**src/design/cicr_consts.svh**
```systemverilog
// Constants of the core interrupt gate: register offsets, bit positions,
// reset values and widths.
// Assumes a 12-bit APB byte address and 32-bit data.
`ifndef CICR_CONSTS_SVH
`define CICR_CONSTS_SVH

// ****************************************************************
// Register byte offsets
// ****************************************************************
`define CICR_OFS_GATE     12'h000
`define CICR_OFS_MASK     12'h004
`define CICR_OFS_STS      12'h008
`define CICR_OFS_CLR      12'h00c
`define CICR_OFS_EN       12'h010

// ****************************************************************
// Bit positions in interrupt_gate_and_flags
// ****************************************************************
`define CICR_BIT_GIE      7
`define CICR_BIT_PERIPHERAL_GROUP_IRQ_ENABLE     6
`define CICR_BIT_TIMER_OVERFLOW_IRQ_ENABLE     5
`define CICR_BIT_EXTIE    4
`define CICR_BIT_PCIE     3
`define CICR_BIT_T0F      2
`define CICR_BIT_EXTF     1
`define CICR_BIT_PCF      0

// ****************************************************************
// Mask register layout and event bits
// ****************************************************************
`define CICR_NPINS        16
`define CICR_NSYNC        17
`define CICR_BIT_EXTPIN   16
`define CICR_BIT_EDGE     16
`define CICR_NEVT         3
`define CICR_EVT_TMR      0
`define CICR_EVT_EXT      1
`define CICR_EVT_PORT     2

// ****************************************************************
// Reset values
// ****************************************************************
`define CICR_GATE_RST     8'h00
`define CICR_MASK_RST     17'h1_0000
`define CICR_STS_RST      3'h0
`define CICR_EN_RST       3'h0

`endif

```
**src/design/cicr_pkg.sv**
```systemverilog
// Types shared by the core interrupt gate files.
// Assumes cicr_consts.svh is on the include path.
`include "cicr_consts.svh"

package cicr_pkg;
    typedef logic [7:0]                 cicr_gate_type;
    typedef logic [`CICR_NEVT-1:0]      cicr_evt_type;
    typedef logic [`CICR_NSYNC-1:0]     cicr_pin_type;
endpackage : cicr_pkg

```
**src/design/cicr_pin_if.sv**
```systemverilog
// Carrier between the pin synchroniser and the interrupt gate.
// Assumes both ends run on pclk.
`timescale 1ns/1ps
`include "cicr_consts.svh"

interface cicr_pin_if;
    logic [`CICR_NSYNC-1:0] level;
    logic [`CICR_NSYNC-1:0] chg;
    modport sync_side (output level, output chg);
    modport core_side (input level, input chg);
endinterface : cicr_pin_if

```
**src/design/cicr_pin_sync.sv**
```systemverilog
// Two-flop synchroniser and change detector for the external interrupt
// pin and the general I/O port pins.
// Assumes raw pins are asynchronous to pclk.
`timescale 1ns/1ps
`include "cicr_consts.svh"

module cicr_pin_sync
    import cicr_pkg::*;
(
    input  wire logic            pclk,
    input  wire logic            presetn,
    input  wire cicr_pkg::cicr_pin_type pin_raw,
    cicr_pin_if.sync_side        pins
);
    import cicr_pkg::*;

    cicr_pin_type meta_q;
    cicr_pin_type sync_q;
    cicr_pin_type prev_q;

    // ****************************************************************
    // Per-pin synchroniser
    // ****************************************************************
    // Only the second and third stages are looked at, the first may be metastable
    for (genvar i = 0; i < `CICR_NSYNC; i++) begin : g_pin
        always_ff @(posedge pclk or negedge presetn) begin
            if (!presetn) begin
                meta_q[i] <= 1'b0;
                sync_q[i] <= 1'b0;
                prev_q[i] <= 1'b0;
            end else begin
                meta_q[i] <= pin_raw[i];
                sync_q[i] <= meta_q[i];
                prev_q[i] <= sync_q[i];
            end
        end
    end

    assign pins.level = sync_q;
    assign pins.chg   = sync_q ^ prev_q;
endmodule : cicr_pin_sync

```
**src/design/cicr_top.sv**
```systemverilog
// Core interrupt gate: global and group enables, per-source enables and
// sticky flags, pin change masking, APB register slave and event status.
// Assumes an APB master on pclk, a timer and peripheral logic on pclk,
// and asynchronous external and port pins.
//
// Summary of operation
// - Bit 7 is the global enable; when zero no request reaches the core.
// - Bit 6 lets peripheral requests through; when zero they are blocked.
// - Bit 5 lets the timer overflow flag raise a request.
// - Bit 4 lets the external pin flag raise a request.
// - Bit 3 lets the port change flag raise a request.
// - Bit 2 is set by a timer overflow and stays set until software clears it.
// - Bit 1 is set by the external pin edge that mask bit 16 selects and stays set until software clears it.
// - Bit 0 is set when a port pin changes and stays set until software clears it.
// - Flags set whatever the enable bits hold; software clears before enabling.
// - A port pin change counts only where its per-pin mask bit is set.
//
// The APB slave port and the address map were chosen for this implementation.
`timescale 1ns/1ps
`include "cicr_consts.svh"

module cicr_top
    import cicr_pkg::*;
(
    input  wire logic                   pclk,
    input  wire logic                   presetn,
    input  wire logic                   psel,
    input  wire logic                   penable,
    input  wire logic                   pwrite,
    input  wire logic [11:0]            paddr,
    input  wire logic [31:0]            pwdata,
    input  wire logic [3:0]             pstrb,
    output logic      [31:0]            prdata,
    output logic                        pready,
    output logic                        pslverr,
    input  wire logic                   timer_overflow,
    input  wire logic                   periph_irq,
    input  wire logic                   external_interrupt_pin,
    input  wire logic [`CICR_NPINS-1:0] general_io_ports,
    output logic                        core_irq_req,
    output logic                        irq
);
    import cicr_pkg::*;

    // ****************************************************************
    // State
    // ****************************************************************
    cicr_gate_type             gate_q;
    cicr_gate_type             gate_d;
    logic [`CICR_NSYNC-1:0]    mask_q;
    logic [`CICR_NSYNC-1:0]    mask_d;
    cicr_evt_type              sts_q;
    cicr_evt_type              sts_d;
    cicr_evt_type              en_q;
    cicr_evt_type              en_d;
    logic [31:0]               prdata_d;
    logic                      pready_d;
    logic                      pslverr_d;
    logic                      core_d;
    logic                      irq_d;

    // ****************************************************************
    // Pin synchroniser
    // ****************************************************************
    cicr_pin_if pins_if ();

    cicr_pin_sync u_sync (
        .pclk    (pclk),
        .presetn (presetn),
        .pin_raw ({external_interrupt_pin, general_io_ports}),
        .pins    (pins_if.sync_side)
    );

    // ****************************************************************
    // APB decode
    // ****************************************************************
    wire logic        acc      = psel & penable;
    wire logic        first    = acc & ~pready;
    wire logic        take     = acc & pready;
    wire logic        wr_fire  = take & pwrite;
    wire logic        sel_gate = (paddr == `CICR_OFS_GATE);
    wire logic        sel_mask = (paddr == `CICR_OFS_MASK);
    wire logic        sel_sts  = (paddr == `CICR_OFS_STS);
    wire logic        sel_clr  = (paddr == `CICR_OFS_CLR);
    wire logic        sel_en   = (paddr == `CICR_OFS_EN);
    wire logic        mapped   = sel_gate | sel_mask | sel_sts | sel_clr | sel_en;
    wire logic [31:0] lane_msk = {{8{pstrb[3]}}, {8{pstrb[2]}},
                                  {8{pstrb[1]}}, {8{pstrb[0]}}};
    wire logic        gate_wr  = wr_fire & sel_gate & pstrb[0];
    wire logic        mask_wr  = wr_fire & sel_mask;
    wire logic        clr_wr   = wr_fire & sel_clr & pstrb[0];
    wire logic        en_wr    = wr_fire & sel_en & pstrb[0];

    // ****************************************************************
    // Event detection
    // ****************************************************************
    wire logic edge_rise = mask_q[`CICR_BIT_EDGE];
    wire logic ext_edge  = pins_if.chg[`CICR_BIT_EXTPIN]
                         & (pins_if.level[`CICR_BIT_EXTPIN] == edge_rise);
    // Pins whose mask bit is clear never raise the port change flag
    wire logic port_evt  = |(pins_if.chg[`CICR_NPINS-1:0]
                         & mask_q[`CICR_NPINS-1:0]);
    wire cicr_evt_type evt = {port_evt, ext_edge, timer_overflow};

    // ****************************************************************
    // Gate and flag register
    // ****************************************************************
    // Hardware set wins over a software clear in the same cycle,
    // and flags set regardless of any enable bit.
    wire cicr_gate_type gate_soft = gate_wr ? pwdata[7:0] : gate_q;
    wire cicr_gate_type hw_set    = {5'h00, timer_overflow, ext_edge, port_evt};
    assign gate_d = gate_soft | hw_set;

    // Edge select rides above the sixteen pin mask bits
    wire logic [31:0] mask_new = ({15'h0000, mask_q} & ~lane_msk) | (pwdata & lane_msk);
    assign mask_d = mask_wr ? mask_new[`CICR_NSYNC-1:0] : mask_q;

    // ****************************************************************
    // Core request
    // ****************************************************************
    // Peripheral request is already masked per source outside
    wire logic periph_req = gate_q[`CICR_BIT_PERIPHERAL_GROUP_IRQ_ENABLE] & periph_irq;
    wire logic tmr_req    = gate_q[`CICR_BIT_TIMER_OVERFLOW_IRQ_ENABLE] & gate_q[`CICR_BIT_T0F];
    wire logic ext_req    = gate_q[`CICR_BIT_EXTIE] & gate_q[`CICR_BIT_EXTF];
    wire logic port_req   = gate_q[`CICR_BIT_PCIE] & gate_q[`CICR_BIT_PCF];
    wire logic src_req    = tmr_req | ext_req | port_req | periph_req;
    assign core_d = gate_q[`CICR_BIT_GIE] & src_req;

    // ****************************************************************
    // Event status and system interrupt
    // ****************************************************************
    wire cicr_evt_type clr_bits = clr_wr ? pwdata[`CICR_NEVT-1:0] : `CICR_STS_RST;
    assign sts_d = (sts_q & ~clr_bits) | evt;
    assign en_d  = en_wr ? pwdata[`CICR_NEVT-1:0] : en_q;
    assign irq_d = |(sts_q & en_q);

    // ****************************************************************
    // Read mux and answer
    // ****************************************************************
    // One wait state keeps every APB output straight from a flop;
    // read data is sampled in the first access cycle.
    wire logic [31:0] rdata_w =
        sel_gate ? {24'h00_0000, gate_q} :
        sel_mask ? {15'h0000, mask_q} :
        sel_sts  ? {29'h0000_0000, sts_q} :
        sel_en   ? {29'h0000_0000, en_q} : 32'h0000_0000;

    assign pready_d  = first;
    assign prdata_d  = (first & ~pwrite) ? rdata_w : prdata;
    assign pslverr_d = first & ~mapped;

    // ****************************************************************
    // Flops
    // ****************************************************************
    always_ff @(posedge pclk or negedge presetn) begin
        if (!presetn) begin
            gate_q <= `CICR_GATE_RST;
            mask_q <= `CICR_MASK_RST;
            sts_q  <= `CICR_STS_RST;
            en_q   <= `CICR_EN_RST;
        end else begin
            gate_q <= gate_d;
            mask_q <= mask_d;
            sts_q  <= sts_d;
            en_q   <= en_d;
        end
    end

    always_ff @(posedge pclk or negedge presetn) begin
        if (!presetn) begin
            prdata       <= 32'h0000_0000;
            pready       <= 1'b0;
            pslverr      <= 1'b0;
            core_irq_req <= 1'b0;
            irq          <= 1'b0;
        end else begin
            prdata       <= prdata_d;
            pready       <= pready_d;
            pslverr      <= pslverr_d;
            core_irq_req <= core_d;
            irq          <= irq_d;
        end
    end
endmodule : cicr_top

```
**config.mk**
```make
export PLATFORM = sky130hd
export DESIGN_NAME = cicr_top
export DESIGN_NICKNAME = d
export VERILOG_FILES = /design/src/design/cicr_pkg.sv /design/src/design/cicr_pin_if.sv /design/src/design/cicr_pin_sync.sv /design/src/design/cicr_top.sv
export VERILOG_INCLUDE_DIRS = /design/src /design/src/design
export SDC_FILE = /design/constraint.sdc
export NUM_CORES = 1
export LEC_CHECK = 0
export BUFFER_PORTS_ARGS = -buffer_cell sky130_fd_sc_hd__buf_4
export CAP_MARGIN = 20
export CORE_MARGIN = 1
export CORE_UTILIZATION = 52
export DETAILED_ROUTE_END_ITERATION = 16
export PLACE_DENSITY = 0.86
export SLEW_MARGIN = 40
export SYNTH_ARGS = -nofsm -noshare
export SYNTH_HDL_FRONTEND = slang
export SYNTH_SLANG_ARGS = --single-unit
```
**constraint.sdc**
```tcl
create_clock -name pclk -period 2.1 [get_ports pclk]
set_input_delay 0.315 -clock pclk [delete_from_list [all_inputs] [get_ports pclk]]
set_output_delay 0.315 -clock pclk [all_outputs]
set_load 0.05 [all_outputs]
```
Word-level counts from Yosys, hierarchy flattened --
Index checks and enable logic that the tools add are counted.
Word-level totals: word-level logic and storage cells 114, bits of input ports 72, bits in registers 118
Operators by class: mux-type cells 6, reductions and logical operators 3, bitwise logic cells 40, equal/unequal tests 5
Operator list (number):
- bitwise AND 17 bit | 2
- two-way mux 17 bit | 2
- == test 12 x 4 -> 1 bit, second input constant | 2
- bitwise AND 1 bit | 19
- inverter 17 bit | 1
- OR 17 bit | 1
- XOR 17 bit | 1
- bitwise AND 16 bit | 1
- OR reduction 16 bit | 1
- == test 12 x 3 -> 1 bit, second input constant | 1
- == test 12 x 5 -> 1 bit, second input constant | 1
- logical NOT 12 bit | 1
- two-way mux 3 bit | 3
- two-way mux 8 bit | 1
- OR 8 x 3 -> 8 bit | 1
- OR 1 bit | 7
- bitwise AND 3 bit | 2
- inverter 1 bit | 3
- inverter 3 bit | 1
- OR 3 bit | 1
- OR reduction 3 bit | 1
- == test 1 bit | 1

Depth between registers and ports, before layout --
Gate-level depths: netlist (run 1).
depth in word-level cells 9, depth in mapped cells 6, mapped depth without buffers 4

Modules after synthesis --
From an unflattened synthesis (run 1), not the netlist that was laid out.
Unflattened totals: cells, all modules 271, area total of the unflattened synthesis 3902.5 um^2
By module, submodules not included:
- cicr_top | cells an instance 203, sequential area each 1302.5 um^2, area an instance 2477.4 um^2, instances 1
- cicr_pin_sync | cells an instance 68, sequential area each 1276.2 um^2, area an instance 1425.1 um^2, instances 1

Worst setup path before layout (run 1) --
No wires, ideal clock.
path kind input port to flip-flop, start point in paddr[8], end point reg with a tool-made name, path slack -156 ps, arrival 2131 ps, stages 6, setup time 125 ps, data required time 1975 ps, cells stage by stage or4_1 -> buf_2 -> or4_4 -> buf_6 -> nor2_8 -> mux2_4
RTL lines:
- from (decl) | line cicr_top.sv:30 | input wire logic [11:0] paddr,

==> results of run 1 <==
==> critical path: stages <==
cell,delay (ns)
sky130_fd_sc_hd__buf_4,0.10
sky130_fd_sc_hd__or4_1,0.57
sky130_fd_sc_hd__or4_4,0.61
sky130_fd_sc_hd__nor2_8,0.24
sky130_fd_sc_hd__mux2_4,0.33
==> power groups by stage <==
stage               Sequential (uW)  Combinational [uW]  Clock, uW
CTS                            2090                 397       1370
floorplan                      2190                 156          0
global route                   2090                 428       1470
finish                         2090                 393       1350
global placement               2120                 387          0
detailed placement             2130                 395          0
==> metal layers <==
layer,vias to the layer above,global-route usage [%],share of wire [%]
met5,-,0,0
met4,0,6.30,1.1
met3,10,7.09,6.1
met2,94,35.9,51
met1,1256,27.8,42
li1,1163,-,-
==> what timing repair did <==
item	in CTS	in global routing
setup endpoints to repair	0	0
endpoints found under the hold margin	15	0
hold buffers	1	0
buffers inserted	0	0
==> through the flow <==
| stage | hold WS, ns | setup slack (ns) | cell area, um2 | power (uW) | std cells |
|---|---|---|---|---|---|
| after floorplan | 0.0194 | -0.131 | 4010 | 2350 | 297 |
| after global placement | 0.195 | -0.171 | 4660 | 2510 | 463 |
| after detailed placement | 0.198 | -0.189 | 4660 | 2520 | 463 |
| after CTS | 0.0362 | 0.199 | 4900 | 3860 | 480 |
| after global routing | 0.0122 | 0.172 | 4900 | 4000 | 480 |
| final | 0.0562 | 0.180 | 4900 | 3820 | 480 |
==> logic make-up after synthesis <==
logic type      count (synthesis)  share of synthesized area, %
flops                         103                          65.7
mux                            22                          7.08
buf+inv                        34                          4.91
compound gates                 55                          9.92
xor+xnor                       16                          3.57
simple gates                   52                          8.71
other cells                     1                        0.0956
==> cells in the mapped netlist <==
| cell | instances |
|---|---|
| sky130_fd_sc_hd__clkbuf_1 | 7 |
| sky130_fd_sc_hd__a21o_1 | 1 |
| sky130_fd_sc_hd__or4_1 | 3 |
| sky130_fd_sc_hd__buf_6 | 1 |
| sky130_fd_sc_hd__a222oi_1 | 1 |
| sky130_fd_sc_hd__or3b_2 | 1 |
| sky130_fd_sc_hd__or3_1 | 3 |
| sky130_fd_sc_hd__nor2b_1 | 4 |
| sky130_fd_sc_hd__nand4_1 | 2 |
| sky130_fd_sc_hd__a22o_1 | 9 |
| sky130_fd_sc_hd__dfstp_2 | 1 |
| sky130_fd_sc_hd__buf_2 | 1 |
| sky130_fd_sc_hd__mux2_2 | 14 |
| sky130_fd_sc_hd__nor3_1 | 1 |
| sky130_fd_sc_hd__nor2_4 | 1 |
| sky130_fd_sc_hd__and4_1 | 3 |
| sky130_fd_sc_hd__a221oi_1 | 5 |
| sky130_fd_sc_hd__a22oi_1 | 13 |
| sky130_fd_sc_hd__nor2_1 | 5 |
| sky130_fd_sc_hd__a21boi_0 | 2 |
| sky130_fd_sc_hd__and2_1 | 1 |
| sky130_fd_sc_hd__nand3b_1 | 1 |
| sky130_fd_sc_hd__dfrtp_1 | 102 |
| sky130_fd_sc_hd__nor2_2 | 1 |
| sky130_fd_sc_hd__conb_1 | 1 |
| sky130_fd_sc_hd__nor2_8 | 2 |
| sky130_fd_sc_hd__and3_1 | 1 |
| sky130_fd_sc_hd__inv_1 | 10 |
| sky130_fd_sc_hd__nand3_1 | 12 |
| sky130_fd_sc_hd__buf_4 | 15 |
| sky130_fd_sc_hd__a21oi_1 | 6 |
| sky130_fd_sc_hd__or4_4 | 1 |
| sky130_fd_sc_hd__mux2_4 | 8 |
| sky130_fd_sc_hd__o21ai_0 | 10 |
| sky130_fd_sc_hd__nand2_1 | 8 |
| sky130_fd_sc_hd__xor2_1 | 16 |
| sky130_fd_sc_hd__o31ai_1 | 5 |
| sky130_fd_sc_hd__o22ai_1 | 3 |
| sky130_fd_sc_hd__nor4_2 | 2 |
==> cell usage in the layout, fill, tap and decap left out, types with 4 or more instances in the layout <==
| master | n |
|---|---|
| sky130_fd_sc_hd__inv_1 | 10 |
| sky130_fd_sc_hd__nand3_1 | 12 |
| sky130_fd_sc_hd__clkbuf_8 | 9 |
| sky130_fd_sc_hd__nor2_1 | 5 |
| sky130_fd_sc_hd__mux2_2 | 10 |
| sky130_fd_sc_hd__buf_4 | 90 |
| sky130_fd_sc_hd__conb_1 | 15 |
| sky130_fd_sc_hd__a21oi_1 | 6 |
| sky130_fd_sc_hd__a221oi_1 | 5 |
| sky130_fd_sc_hd__a22o_1 | 9 |
| sky130_fd_sc_hd__nor2b_1 | 4 |
| sky130_fd_sc_hd__nand2_1 | 8 |
| sky130_fd_sc_hd__mux2_4 | 12 |
| sky130_fd_sc_hd__a22oi_1 | 13 |
| sky130_fd_sc_hd__dfrtp_1 | 102 |
| sky130_fd_sc_hd__o21ai_0 | 10 |
| sky130_fd_sc_hd__o31ai_1 | 5 |
| sky130_fd_sc_hd__xor2_1 | 16 |
==> worst min path at each step <==
stage | from | to | slack [ns] | cells past startpoint
2_1_floorplan | presetn | async pin | 0.02 | 0
3_3_place_gp | presetn | irq | 0.20 | 1
3_5_place_dp | presetn | irq | 0.20 | 1
4_1_cts | general_io_ports[0] | u_sync.meta_q[0] | 0.04 | 1
5_1_grt | general_io_ports[0] | u_sync.meta_q[0] | 0.01 | 1
6_report | general_io_ports[0] | u_sync.meta_q[0] | 0.06 | 1
==> area by class of cell <==
cell class,instances,area share (%)
flip-flops and latches,103,52.7
inverters,10,0.767
clock buffers,10,2.61
well taps,99,2.53
clock inverters,6,1.92
multi-input cells,160,25.1
repair buffers,92,14.4
==> results_dict.tcl, run 1 <==
set metrics [dict create \
    regToRegEndpoint "gate_q[6]" \
    worst_setup_path_start_kind "input pin" \
    post_drt_via_cell_ratio 5.26 \
    finalSetupViolCount 0 \
    coreArea_um2 7290 \
    arrival_time_at_the_worst_endpoint_ns 2.16 \
    cts_tree "yes" \
    cts_buffers 9 \
    cap_violations 0 \
    detailedRoute.firstIterationViolations 229 \
    status "complete, no violations" \
    reg2reg_setup_slack_ns 0.42 \
    die_h_um 88.9 \
    rr_startpoint "pready" \
    irDropWorstVdd_v 0.000469 \
    detailedRoute.firstPassIterationCount 4 \
    net-switching-power_uw 950 \
    gpl.final_weighted_congestion 0.869 \
    route.antenna.remaining_nets 0 \
    antenna_found_initial 0 \
    power.density_cell_area_nw_per_um2 781 \
    post_route_cells_drive_above_1_share_pct 36.2 \
    globalRoute.totalOverflow 0 \
    fmax_mhz 521 \
    final.setup_skew_ns 0.0110 \
    finalHoldViolations 0 \
    post_cts_resize_count 0 \
    detail_route.wirelength_um 7610 \
    synth_top_area_share_pct 65.1 \
    hold_path_class "input pin to flop" \
    cts_max_level 3 \
    sequential_fraction_of_the_synthesis_area_pct 65.7 \
    clk_root_buffer_cell "sky130_fd_sc_hd__clkbuf_8" \
    port_buffers 76 \
    max_slew_violation_total_from_the_final_report 0 \
    final_min_period_over_clock_period_pct 91.4 \
    clock_path_buffers 2 \
    sequential_cell_area_um2 2580 \
    antenna_cells 0 \
    seq_power_share_pct 54.5 \
    io-pin-count 108 \
    route.detailed.drc 0 \
    power_share_of_the_combinational_group_pct 10.3 \
    clkSinkCount 103 \
    start_util_pct 53.8 \
    critical_path_class "input pin to flop" \
    period_needed_ns 1.92 \
    utilization_pct 67.1 \
    synth.distinct_cells 39 \
    synthesis.area_per_instance_um2 13.9 \
    grt_pass1_vias 2522 \
    fill_cells 552 \
    floorplan.die_area_um2 7900 \
    cp.required_ns 2.34 \
    yosys_warnings 0 \
    grt_pass1_wl_um 12300 \
    postSynthRegisterBits 103 \
    route.vias.total 2523 \
    multi_input_comb_area_um2 1230 \
    grt_setup_unrepaired "no" \
    insertion_delay_to_the_later_sink_of_the_worst_skew_pair_ns 0.36 \
    synth_area_um2 3920 \
    die_w_um 88.9 \
    clockPowerShare_pct 35.2 \
    design.final.nets 448 \
    setup.worst_path.end_class "flop" \
    post_drt_wl_per_cell_um 15.9 \
    syn-instance-count 283 \
    p_int_uw 2870 \
    worstSetupStartpoint "paddr[10]" \
    track_usage_pct 21.8 \
    worstRegToRegCells 4 \
    fin_setup_tns_ns 0 \
    core.rowCount 31 \
    synth.largest_area_cell "sky130_fd_sc_hd__dfrtp_1" \
    leading_cell_types_by_total_area_after_synthesis "sky130_fd_sc_hd__dfrtp_1 65%, sky130_fd_sc_hd__mux2_2 4.0%, sky130_fd_sc_hd__xor2_1 3.6%, sky130_fd_sc_hd__mux2_4 3.1%, sky130_fd_sc_hd__buf_4 2.9%" \
    hpwl_um 5550 \
    clock_pin_transition_on_the_worst_setup_and_hold_timing_paths_ns 0.10 \
    grt_start_max_net_pins 55 \
    critical_path_peak_fanout 8 \
    proportion_of_total_power_due_to_net_switching_pct 24.8 \
    p_leak_uw 0.00236 \
    areaGrowthSynthToFinish_pct 24.8 \
]
Power figures use the tool's default switching activity.
==> run 2: changes to the inputs <==
- RECOVER_POWER: not set -> 100
==> run 2 against run 1 <==
  * Global-route usage did not move
  * Clock power hardly changed
  * Sequential power about the same
  * Setup slack got worse by 0.072 ns
  * Highest routed layer unchanged
  * Core utilization decreased by 1.9 points
  * Wire length is essentially flat
  * Critical path depth unchanged
  * Die area did not move
  * Final area decreased by 2.8%
  * Non-clock buffer count stayed put
  * Sequential share of layout area grew 1.5 points
==> results_dict.tcl, run 2 (synthesized netlist as in run 1, its figures left out) <==
set metrics [dict create \
    fmax_mhz 502 \
    layout.cells.most_common "sky130_fd_sc_hd__dfrtp_1" \
    grt_pass1_wl_um 12300 \
    clkSinkCount 103 \
    arrival_time_at_the_worst_endpoint_ns 2.24 \
    antenna_cells 0 \
    io-pin-count 108 \
    cts_buffers 9 \
    detailedRoute.firstIterationViolations 211 \
    setup.worst_path.end_class "flop" \
    placed_instances 463 \
    post_drt_via_cell_ratio 5.20 \
    design.final.nets 448 \
    hpwl_um 5550 \
    gpl.final_weighted_congestion 0.869 \
    route.antenna.remaining_nets 0 \
    core.rowCount 31 \
    post_cts_resize_count 0 \
    post_drt_wl_per_cell_um 15.8 \
    clock_path_buffers 2 \
    antenna_found_initial 0 \
    finish.instance_area_um2 4760 \
    cts_tree "yes" \
    proportion_of_total_power_due_to_net_switching_pct 24.9 \
    grt_start_max_net_pins 55 \
    power_share_of_the_combinational_group_pct 9.8 \
    period_needed_ns 1.99 \
    max_slew.worst_pin.slew_ns 1.01 \
    insertion_delay_to_the_later_sink_of_the_worst_skew_pair_ns 0.36 \
    power.density_cell_area_nw_per_um2 798 \
    finalHoldViolations 0 \
    net-switching-power_uw 944 \
    utilization_pct 65.3 \
    critical_path_peak_fanout 8 \
    hold_path_class "input pin to flop" \
    clock_pin_transition_on_the_worst_setup_and_hold_timing_paths_ns 0.10 \
    grt_pass1_vias 2522 \
    status "complete, no violations" \
    finalSetupViolCount 0 \
    start_util_pct 53.8 \
    die_h_um 88.9 \
    detail_route.wirelength_um 7600 \
    cap_violations 0 \
    cp.required_ns 2.34 \
    areaGrowthSynthToFinish_pct 21.3 \
    grt_setup_unrepaired "no" \
    globalRoute.totalOverflow 0 \
    post_route_cells_drive_above_1_share_pct 28.1 \
    final_cell_mix "102 x sky130_fd_sc_hd__dfrtp_1, 45 x sky130_fd_sc_hd__buf_4, 27 x sky130_fd_sc_hd__clkbuf_1" \
    critical_path_class "input pin to flop" \
    port_buffers 76 \
    clockPowerShare_pct 35.3 \
    clk_root_buffer_cell "sky130_fd_sc_hd__clkbuf_8" \
    cts_max_level 3 \
    route.detailed.drc 0 \
    dpl-instance-area_um2 4660 \
    p_int_uw 2850 \
    coreArea_um2 7290 \
    max_slew_violation_total_from_the_final_report 0 \
    timing.max_slew.rel_slack_pct 32.7 \
    non_filler_instance_count_after_layout 480 \
    final.setup_skew_ns 0.00998 \
    route.vias.total 2495 \
    irDropWorstVdd_v 0.000465 \
    track_usage_pct 21.8 \
    floorplan.die_area_um2 7900 \
    p_leak_uw 0.00222 \
    die_w_um 88.9 \
    detailedRoute.firstPassIterationCount 4 \
    final_min_period_over_clock_period_pct 94.8 \
    worst_setup_path_start_kind "input pin" \
    seq_power_share_pct 54.9 \
]
## run 2: path summary, 6_finish.rpt
path,start,endpoint,slack [ns],cells past startpoint
worst max-delay path,paddr[10],flop,0.11,5
worst min-delay path,general_io_ports[0],u_sync.meta_q[0],0.08,1
worst max register to register,pready,gate_q[6],0.36,4
worst min register to register,u_sync.meta_q[12],u_sync.pins.level[12],0.35,0
max in group asynchronous,presetn,u_sync.prev_q[7],0.38,3
min in group asynchronous,presetn,irq,0.64,2
## run 2: power groups by stage
stage	Sequential, uW	Clock (uW)	Combinational, uW
floorplan	2190	0	156
global placement	2120	0	387
detailed placement	2130	0	395
CTS	2090	1370	397
global route	2090	1470	406
finish	2090	1340	371
## run 2: critical path, cell delays in order
cell,delay (ns)
sky130_fd_sc_hd__clkbuf_4,0.10
sky130_fd_sc_hd__or4_1,0.56
sky130_fd_sc_hd__or4_4,0.58
sky130_fd_sc_hd__nor2_4,0.33
sky130_fd_sc_hd__mux2_4,0.34
## run 2: per-stage QoR
step                power [uW]  TNS (ns)  hold slack (ns)  worst slack, ns
finish                    3800         0           0.0786            0.108
global route              3970         0           0.0349           0.0903
CTS                       3860         0           0.0362            0.199
detailed placement        2520     -2.97            0.198           -0.189
global placement          2510     -2.56            0.195           -0.171
floorplan                 2350     -1.90           0.0194           -0.131
## run 2: repair_timing
item / 4_1_cts / 5_1_grt
hold endpoints to repair: 15 / 0
setup endpoints to repair: 0 / 0
setup buffers: 0 / 0
hold buffers: 1 / 0
## run 2: final cells by class
| class | instances | area [um2] |
|---|---|---|
| clock buffer | 10 | 128 |
| clock inverter | 6 | 93.8 |
| fill | 597 | 2530 |
| inverter | 10 | 37.5 |
| multi-input combinational | 160 | 1190 |
| sequential | 103 | 2580 |
| tap | 99 | 124 |
| timing repair buffer | 92 | 608 |
## run 2: per-layer routing
| layer | GRT usage, % | wire (um) | vias up | share of wire (%) |
|---|---|---|---|---|
| met5 | 0 | 0 | - | 0 |
| met4 | 6.30 | 80 | 0 | 1.1 |
| met3 | 7.09 | 429 | 8 | 5.6 |
| met2 | 35.9 | 3900 | 82 | 51 |
| met1 | 27.8 | 3200 | 1242 | 42 |
| li1 | - | - | 1163 | - |
